**src/prc_pkg.sv**
```systemverilog
package prc_pkg;

  // ----------------------------------------------------------------
  // Sizes
  // ----------------------------------------------------------------
  localparam int RAILS    = 6;
  localparam int VID_W    = 7;
  localparam int RAIL_IDX = 3;
  localparam int PINS     = 12;

  // ----------------------------------------------------------------
  // Timing
  // ----------------------------------------------------------------
  localparam int CLK_KHZ      = 200000;
  localparam int OFF_DLY_MS   = 4;
  localparam int OFF_DLY_CYC  = OFF_DLY_MS * CLK_KHZ;

  // Rails whose turn-off waits for the cascade delay
  localparam logic [RAILS-1:0] DLY_RAIL_MASK = 6'h06;
  // Rail that follows the sleep input
  localparam int SLEEP_RAIL = 5;

  // ----------------------------------------------------------------
  // Step ranges and reset values
  // ----------------------------------------------------------------
  localparam logic STEP_10MV = 1'b0;
  localparam logic STEP_25MV = 1'b1;
  localparam logic FORCE_PWM_RST = 1'b0;
  localparam logic [VID_W-1:0] VID_DEF = 7'h3C;
  localparam logic [VID_W-1:0] VID_SLP_DEF = 7'h30;

  // ----------------------------------------------------------------
  // Carriers
  // ----------------------------------------------------------------
  typedef struct packed {
    logic             force_pwm;
    logic [VID_W-1:0] vid;
  } prc_rail_cfg_s;

  typedef struct packed {
    logic lin_a_one_en;
    logic lin_a_two_en;
    logic lin_a_three_en;
    logic switch_b_two_en;
    logic general_output_3_release;
    logic general_output_4_release;
  } prc_aux_s;

  localparam prc_aux_s AUX_RST = '0;

endpackage

```
**src/prc_sequencer.sv**
```systemverilog
`timescale 1ns/1ps
module prc_sequencer #(
  parameter int                                   OFF_DLY_CYC =
    prc_pkg::OFF_DLY_CYC,
  parameter logic [prc_pkg::RAILS-1:0]            STEP_RANGE  = '0,
  parameter logic [prc_pkg::RAILS*prc_pkg::VID_W-1:0] DEF_VID =
    {prc_pkg::RAILS{prc_pkg::VID_DEF}},
  parameter logic [prc_pkg::RAILS*prc_pkg::VID_W-1:0] SLP_VID =
    {prc_pkg::RAILS{prc_pkg::VID_SLP_DEF}}
) (
  // Clock and reset
  input  wire logic                          i_clk,
  input  wire logic                          i_rst,
  // Control pins, asynchronous
  input  wire logic                          i_control_input_1,
  input  wire logic                          i_control_input_2,
  input  wire logic                          i_control_input_3,
  input  wire logic                          i_control_input_4,
  input  wire logic                          i_control_input_5,
  input  wire logic                          i_sleep_control_input,
  // Rail power-good, asynchronous, bit 0 is rail 1
  input  wire logic [prc_pkg::RAILS-1:0]     i_rail_pgood,
  // Rail configuration write
  input  wire logic                          i_cfg_wr,
  input  wire logic [prc_pkg::RAIL_IDX-1:0]  i_cfg_rail,
  input  wire logic                          i_cfg_sleep,
  input  wire prc_pkg::prc_rail_cfg_s        i_cfg_data,
  // Auxiliary bit write
  input  wire logic                          i_aux_wr,
  input  wire prc_pkg::prc_aux_s             i_aux_data,
  // Switching rails
  output logic [prc_pkg::RAILS-1:0]          o_rail_en,
  output prc_pkg::prc_rail_cfg_s [prc_pkg::RAILS-1:0] o_rail_cfg,
  output logic [prc_pkg::RAILS-1:0]          o_rail_step,
  // Other regulators and switches
  output logic                               o_termination_regulator_en,
  output logic                               o_load_switch_a_one_en,
  output logic                               o_load_switch_b_one_en,
  output logic                               o_load_switch_b_two_en,
  output logic                               o_linear_reg_a_one_en,
  output logic                               o_linear_reg_a_two_en,
  output logic                               o_linear_reg_a_three_en,
  // General outputs, open drain, bit 0 is output 1
  output logic [3:0]                         o_general_output,
  output logic [3:0]                         o_general_output_oe,
  // Auxiliary register readback
  output prc_pkg::prc_aux_s                  o_aux
);

  localparam int CW = $clog2(OFF_DLY_CYC + 1);

  if (OFF_DLY_CYC < 1) begin : g_chk
    $error("OFF_DLY_CYC must be at least one cycle");
  end

  // ----------------------------------------------------------------
  // Pin synchronisers
  // ----------------------------------------------------------------
  logic [prc_pkg::PINS-1:0] pin_meta;
  logic [prc_pkg::PINS-1:0] pin_sync;
  logic                     c1;
  logic                     c2;
  logic                     c3;
  logic                     c4;
  logic                     c5;
  logic                     c_sleep;
  logic [prc_pkg::RAILS-1:0] pg;

  always_ff @(posedge i_clk or posedge i_rst) begin
    if (i_rst) begin
      pin_meta <= '0;
      pin_sync <= '0;
    end else begin
      pin_meta <= {i_rail_pgood, i_sleep_control_input, i_control_input_5,
                   i_control_input_4, i_control_input_3, i_control_input_2,
                   i_control_input_1};
      pin_sync <= pin_meta;
    end
  end

  assign c1      = pin_sync[0];
  assign c2      = pin_sync[1];
  assign c3      = pin_sync[2];
  assign c4      = pin_sync[3];
  assign c5      = pin_sync[4];
  assign c_sleep = pin_sync[5];
  assign pg      = pin_sync[prc_pkg::PINS-1:6];

  // ----------------------------------------------------------------
  // Rail configuration registers
  // ----------------------------------------------------------------
  prc_pkg::prc_rail_cfg_s [prc_pkg::RAILS-1:0] rail_cfg;
  prc_pkg::prc_rail_cfg_s [prc_pkg::RAILS-1:0] next_rail_cfg;
  logic [prc_pkg::RAILS-1:0][prc_pkg::VID_W-1:0] slp_vid;
  logic [prc_pkg::RAILS-1:0][prc_pkg::VID_W-1:0] next_slp_vid;
  prc_pkg::prc_aux_s aux;
  prc_pkg::prc_aux_s next_aux;

  function automatic logic rail_hit(input logic [prc_pkg::RAIL_IDX-1:0] sel,
                                    input int idx);
    rail_hit = (int'(sel) == idx);
  endfunction

  always_comb begin
    next_rail_cfg = rail_cfg;
    next_slp_vid  = slp_vid;
    next_aux      = aux;
    for (int i = 0; i < prc_pkg::RAILS; i++) begin
      // Codes are taken whether the rail is on or off
      if (i_cfg_wr && rail_hit(i_cfg_rail, i)) begin
        if (i_cfg_sleep) begin
          next_slp_vid[i] = i_cfg_data.vid;
        end else begin
          next_rail_cfg[i] = i_cfg_data;
        end
      end
    end
    if (i_aux_wr) begin
      next_aux = i_aux_data;
    end
  end

  always_ff @(posedge i_clk or posedge i_rst) begin
    if (i_rst) begin
      for (int i = 0; i < prc_pkg::RAILS; i++) begin
        rail_cfg[i].force_pwm <= prc_pkg::FORCE_PWM_RST;
        rail_cfg[i].vid <= DEF_VID[i*prc_pkg::VID_W +: prc_pkg::VID_W];
        slp_vid[i] <= SLP_VID[i*prc_pkg::VID_W +: prc_pkg::VID_W];
      end
      aux <= prc_pkg::AUX_RST;
    end else begin
      rail_cfg <= next_rail_cfg;
      slp_vid  <= next_slp_vid;
      aux      <= next_aux;
    end
  end

  // ----------------------------------------------------------------
  // Sequencing chain
  // ----------------------------------------------------------------
  logic [prc_pkg::RAILS-1:0]         cond;
  logic [prc_pkg::RAILS-1:0]         rail_en;
  logic [prc_pkg::RAILS-1:0]         next_rail_en;
  logic [prc_pkg::RAILS-1:0][CW-1:0] off_cnt;
  logic [prc_pkg::RAILS-1:0][CW-1:0] next_off_cnt;

  // Chain A hangs on input 1, chain B on input 2 and chain A power-good
  always_comb begin
    cond[0] = c1;
    cond[1] = c2 & pg[0];
    cond[2] = c2 & rail_en[1] & pg[1];
    cond[3] = c2 & pg[2];
    cond[4] = c2 & pg[3];
    cond[5] = c2 & pg[4];
  end

  // Each rail reacts to its own condition only, so chain B starts only after chain A power-good
  always_comb begin
    next_rail_en = rail_en;
    next_off_cnt = off_cnt;
    for (int i = 0; i < prc_pkg::RAILS; i++) begin
      if (cond[i]) begin
        next_rail_en[i] = 1'b1;
        next_off_cnt[i] = '0;
      end else if (rail_en[i]) begin
        if (!prc_pkg::DLY_RAIL_MASK[i] ||
            off_cnt[i] == CW'(OFF_DLY_CYC - 1)) begin
          next_rail_en[i] = 1'b0;
          next_off_cnt[i] = '0;
        end else begin
          next_off_cnt[i] = off_cnt[i] + CW'(1);
        end
      end else begin
        next_off_cnt[i] = '0;
      end
    end
  end

  always_ff @(posedge i_clk or posedge i_rst) begin
    if (i_rst) begin
      rail_en <= '0;
      off_cnt <= '0;
    end else begin
      rail_en <= next_rail_en;
      off_cnt <= next_off_cnt;
    end
  end

  // ----------------------------------------------------------------
  // Registered outputs
  // ----------------------------------------------------------------
  prc_pkg::prc_rail_cfg_s [prc_pkg::RAILS-1:0] next_out_cfg;
  logic [3:0] gpo_release;
  logic [3:0] next_gpo_release;
  logic [6:0] sw_en;
  logic [6:0] next_sw_en;

  always_comb begin
    next_out_cfg = rail_cfg;
    if (c_sleep) begin
      next_out_cfg[prc_pkg::SLEEP_RAIL].vid =
        slp_vid[prc_pkg::SLEEP_RAIL];
    end
    // Outputs 1 and 2 fall as soon as input 1 drops
    next_gpo_release[0] = c1 & pg[0];
    next_gpo_release[1] = c1 & pg[5];
    next_gpo_release[2] = aux.general_output_3_release;
    next_gpo_release[3] = aux.general_output_4_release;
    next_sw_en[0] = c3;
    next_sw_en[1] = c4;
    next_sw_en[2] = c4;
    next_sw_en[3] = c5 | aux.switch_b_two_en;
    next_sw_en[4] = aux.lin_a_one_en;
    next_sw_en[5] = aux.lin_a_two_en;
    next_sw_en[6] = aux.lin_a_three_en;
  end

  always_ff @(posedge i_clk or posedge i_rst) begin
    if (i_rst) begin
      for (int i = 0; i < prc_pkg::RAILS; i++) begin
        o_rail_cfg[i].force_pwm <= prc_pkg::FORCE_PWM_RST;
        o_rail_cfg[i].vid <= DEF_VID[i*prc_pkg::VID_W +: prc_pkg::VID_W];
      end
      gpo_release <= '0;
      sw_en       <= '0;
    end else begin
      o_rail_cfg  <= next_out_cfg;
      gpo_release <= next_gpo_release;
      sw_en       <= next_sw_en;
    end
  end

  assign o_rail_en                  = rail_en;
  assign o_rail_step                = STEP_RANGE;
  assign o_termination_regulator_en = sw_en[0];
  assign o_load_switch_a_one_en     = sw_en[1];
  assign o_load_switch_b_one_en     = sw_en[2];
  assign o_load_switch_b_two_en     = sw_en[3];
  assign o_linear_reg_a_one_en      = sw_en[4];
  assign o_linear_reg_a_two_en      = sw_en[5];
  assign o_linear_reg_a_three_en    = sw_en[6];
  assign o_general_output           = '0;
  assign o_general_output_oe        = ~gpo_release;
  assign o_aux                      = aux;

endmodule

```
**config.mk**
```make
export PLATFORM = sky130hd
export DESIGN_NAME = prc_sequencer
export DESIGN_NICKNAME = d
export VERILOG_FILES = /design/src/prc_pkg.sv /design/src/prc_sequencer.sv
export SDC_FILE = /design/constraint.sdc
export NUM_CORES = 1
export LEC_CHECK = 0
export BUFFER_PORTS_ARGS = -buffer_cell sky130_fd_sc_hd__clkbuf_2
export CAP_MARGIN = 20
export CELL_PAD_IN_SITES_DETAIL_PLACEMENT = 0
export CELL_PAD_IN_SITES_GLOBAL_PLACEMENT = 1
export CORE_MARGIN = 2
export CORE_UTILIZATION = 45
export DETAILED_ROUTE_END_ITERATION = 10
export PLACE_DENSITY = 0.9
export SLEW_MARGIN = 40
export SYNTH_ARGS = -nofsm -noshare
export SYNTH_HDL_FRONTEND = slang
export SYNTH_SLANG_ARGS = --single-unit
```
**constraint.sdc**
```tcl
create_clock -name i_clk -period 8 [get_ports i_clk]
set_input_delay 1.2 -clock i_clk [delete_from_list [all_inputs] [get_ports i_clk]]
set_output_delay 1.2 -clock i_clk [all_outputs]
set_load 0.05 [all_outputs]
```
# --- Word-level counts from Yosys, hierarchy flattened ---
# Index checks and enable logic that the tools add are counted.
op_classes:
  n_addsub: 2
  n_mul: 0
  div_mod_pow: 0
  n_lt_le_gt_ge: 0
  n_eq_ne: 7
  n_shift: 0
  mux: 17
  bitwise: 11
  reduce_logical: 14
ops:
  columns: ["op", "n"]
  rows:
  - ["$mux W20", 6]
  - ["$add A20 B1 Y20 const B", 2]
  - ["$eq A20 B20 Y1 const B", 2]
  - ["$reduce_and A2 Y1", 7]
  - ["$eq A3 B3 Y1 const B", 4]
  - ["$mux W1", 10]
  - ["$and A1 B1 Y1", 8]
  - ["$mux W7", 1]
  - ["$logic_and A1 B1 Y1", 6]
  - ["$not A4 Y4", 1]
  - ["$eq A3 B2 Y1 const B", 1]
  - ["$logic_not A3 Y1", 1]
  - ["$not A1 Y1", 1]
  - ["$or A1 B1 Y1", 1]
totals:
  register_bits: 190
  latchBits: 0
  ram_bits: 0
  rom_bits: 0
  output_inout_bits: 81
  memories: 0

# --- Logic depth before layout (Yosys ltp) ---
logic_depth:
  depth_word: 4
  ltp_mapped: 7
  mapped_depth_nobuf: 5

# --- Worst setup path before layout ---
# OpenSTA, ideal clock, no wires.
synth_timing:
  path_kind: "in2reg"
  startpoint: "input port i_cfg_sleep"
  endpoint: "register rail_cfg, in the netlist next_out_cfg[32]"
  setup_time_ns: 0.125
  arrival_ns: 2.520
  t_required_ns: 7.875
  path_slack_ns: 5.356
  stages: 4
  n_path_buf: 1
  path_cell_list: "or3b_1 or3b_2 buf_2 mux2_2"
synth_between:
  elab_chain_len: 2
synth_lines:
  columns: ["element", "line", "rtl"]
  rows:
  - ["from (decl)", "prc_sequencer.sv:26", "input wire logic i_cfg_sleep,"]
  - ["$not A1 Y1 (no line)", null, null]
  - ["$reduce_and A2 Y1 (no line)", null, null]
  - ["to (signal assigned)", "prc_sequencer.sv:132", "rail_cfg <= next_rail_cfg;"]
  - ["to (decl)", "prc_sequencer.sv:92", "prc_pkg::prc_rail_cfg_s [prc_pkg::RAILS-1:0] rail_cfg;"]
# Every way passes these cells.
# A chain may end at the register's enable or synchronous reset.

# --- Final worst setup path ---
layout_timing:
  startpoint: "input port i_cfg_rail[2] (netlist name)"
  endpoint: "register rail_cfg, in the netlist next_out_cfg[16]"
layout_between:
  elab_chain_len: 3
layout_lines:
  columns: ["element", "line", "rtl"]
  rows:
  - ["from (decl)", "prc_sequencer.sv:25", "input wire logic [prc_pkg::RAIL_IDX-1:0] i_cfg_rail,"]
  - ["$eq A3 B3 Y1", "prc_sequencer.sv:101", "rail_hit = (int'(sel) == idx);"]
  - ["$logic_and A1 B1 Y1", "prc_sequencer.sv:110", "if (i_cfg_wr && rail_hit(i_cfg_rail, i)) begin"]
  - ["$reduce_and A2 Y1 (no line)", null, null]
# Every way passes these cells.

==> impl_metrics.toml <==
[worst_hold_path]
min_path_type = "flip-flop to flip-flop"

[logic_synthesis]
synth-xor-area-share_pct = 3.434
synth-simple-area-share_pct = 10.37
syn_area_per_cell_um2 = 14.32
yosysUniqueCellTypes = 41
yosysWarnings = 0
synth_edf_count = 0
async_flop_share_pct = 100.0
synth_top_family_by_area = "multiplexers"
synth_fa_ha_area_share_pct = 0.3634
synthCells = 481
ys_seq_area_share_pct = 69.59
synth-compound-area-share_pct = 1.726
synth-seq-cells = 189
ys.flop_type = "dfrtp_1"
synthMuxAreaShare_pct = 11.26
syn_area_mm2 = 0.006887

[final_layout]
drive_gt1_share_pct = 44.17
mostFrequentLayoutCell = "dfrtp_1"
n_antenna_cell = 0
finalNetCount = 623
mostFrequentLayoutCells = "139 x dfrtp_1, 104 x clkbuf_2, 68 x mux2_2, 50 x dfstp_2, 40 x nor2_1"
area_delta_synth_final_pct = 18.15

[timing]
rsz0062_at_grt = "false"
maxSlewHeadroom_pct = 45.03
fmax_mhz = 396.6
hold_viol = 0
holdWs_ps = 351.2
min_period_over_period_pct = 31.52
min_period_ps = 2522
drv_slew = 0
clock_skew_ps = 7.690
finalSetupTns_ps = 0
tightest_slew_ps = 822.9
setup_violations = 0

[critical_path]
slowest_delay_ps = 720
end_kind = "flip-flop"
criticalPathCategory = "input port to flip-flop"
crit_fanout = 8
crit_family = "simple AND/OR/NAND/NOR gates"
slowest_stage = "nor2b_1"
worstPathRequired_ps = 8310
arrival_ps = 2830
crit_buf_inv = 1
worstPathCellList = "clkbuf_2, nor4bb_1, nor2b_1, mux2_2"
cp-start-kind = "input port"

[clock_network]
clock-root-buffer = "clkbuf_16"
clk_latency_ps = 420
clk_pin_slew_worst_paths_ps = 70
holdBufCountCts = 0
htreeDepth = 4
cts_buffers = 17
tritoncts = "yes"
cts_sinks = 189
cts-resized-gates = 0
cts_setup_buffers = 0
cts_buffer_depth = 2

[status]
status = "complete, no violations"

[job]
maxCapViolCount = 0

[detailed_routing]
wirelength_um = 12650
ant_nets = 0
wire_per_inst_um = 16.06
route.detailed.drc = 0
drt_iter0_markers = 225
dr_total_vias = 3990
viasPerCell = 5.063
drt_pass1_iterations = 4

[floorplanning]
die_y_um = 127.7
start_util_pct = 45.64
die_area_mm2 = 0.01631
coreArea_mm2 = 0.01509
placementRows = 45
ios = 115
die_w_um = 127.7

[power]
p_leak_nw = 3.642
power_density_mw_per_mm2 = 316.1
ir_worst_vdd_mv = 0.2268

[place]
finalWeightedCongestion = 0.7833
dp_hpwl_um = 8447
io_buffers = 104

[global_routing]
grt_max_degree = 104
grt-ovfl-total = 0
grt_pass1_wl_um = 20800
antenna_found_initial = 0
grt_pass1_vias = 4062
grt_usage_pct = 16.54
## registers in the layout, summed over array words and instances, names as in the netlist, 7 cells and up
signal and count:
off_cnt 40, pin_meta 12, next_out_cfg 41, o_rail_cfg 48
slp_vid 7, rail_cfg 7, pin_sync 12
## path summary, 6_finish.rpt
kind / slack [ps] / startpoint / end / cells past startpoint
hold reg to reg: 350 / pin_meta[4]$_DFF_PP0_ / pin_sync[4]$_DFF_PP0_ / 0
setup / recovery: 5480 / i_cfg_rail[2] / next_out_cfg[16]$_DFFE_PP0P_ / 4
hold / removal: 350 / pin_meta[4]$_DFF_PP0_ / pin_sync[4]$_DFF_PP0_ / 0
min in group asynchronous: 890 / i_rst / sw_en[6]$_DFF_PP0_ / 2
max in group asynchronous: 5920 / i_rst / o_rail_cfg[31]$_DFF_PP0_ / 3
setup reg to reg: 6060 / off_cnt[48]$_DFF_PP0_ / off_cnt[59]$_DFF_PP0_ / 4
## logic make-up (layout without fill, tap and decap cells)
kind of cell / count (synthesis) / count (layout)
other: 1 / 10
AND/OR/NAND/NOR: 131 / 131
flip-flops: 189 / 189
multiplexers: 69 / 69
adder cells (fa/ha/maj): 2 / 2
buffers and inverters: 41 / 151
XOR/XNOR: 27 / 27
AO/OA/AOI/OAI: 21 / 21
## routing by layer
metal | share of wire, % | global-route usage (%) | up-vias | routed length, um
li1 | - | - | 1833 | -
met1 | 44 | 21.73 | 2056 | 5519
met2 | 51 | 26.55 | 91 | 6429
met3 | 4.3 | 4.925 | 10 | 548
met4 | 1.2 | 5.559 | 0 | 155
met5 | 0 | 0 | - | 0
## power by group
| group | total, W | leakage, nW | internal (W) | switching [W] |
|---|---|---|---|---|
| combinational | 0.000473 | 1.09 | 0.000125 | 0.000348 |
| sequential | 0.00124 | 2.26 | 0.00115 | 0.0000849 |
| clock | 0.000864 | 0.297 | 0.000505 | 0.000359 |
## layout make-up
cell class | instances | area [um2]
clock buffers | 20 | 446.7
clock inverters | 12 | 158.9
fillers | 1254 | 6953
inverters | 13 | 56.30
multi-input cells | 260 | 1908
flip-flops and latches | 189 | 4792
well taps | 188 | 235.2
repair buffers | 106 | 539.3
## per-stage QoR
step	power, W	std cells	setup WS [ps]	instance area (um2)	util (%)
floorplan	0.001607	490	1741	6920	-
global placement	0.001709	756	5011	7525	49.87
detailed placement	0.001726	756	5013	7531	49.91
CTS	0.002598	788	5467	8137	53.92
global route	0.002678	788	5397	8137	53.92
finish	0.002572	788	5478	8137	53.92
## synthesized netlist by cell type, types with 4 or more instances
master	count	share of area, %
nor4b_1	4	0.51
nor4_1	6	0.55
buf_2	5	0.36
clkbuf_1	7	0.38
buf_4	16	1.7
nor3_1	8	0.58
nand2_1	17	0.93
nand4_1	11	1.0
and2_1	5	0.45
inv_1	13	0.71
or3_1	8	0.73
nor2_1	40	2.2
dfstp_2	50	19
dfrtp_1	139	51
mux2_2	68	11
nand3_1	12	0.87
xnor2_1	22	2.8
a21oi_1	8	0.58
o21ai_0	8	0.58
xor2_1	5	0.64
Note: power is estimated with default switching activity, not from simulation.
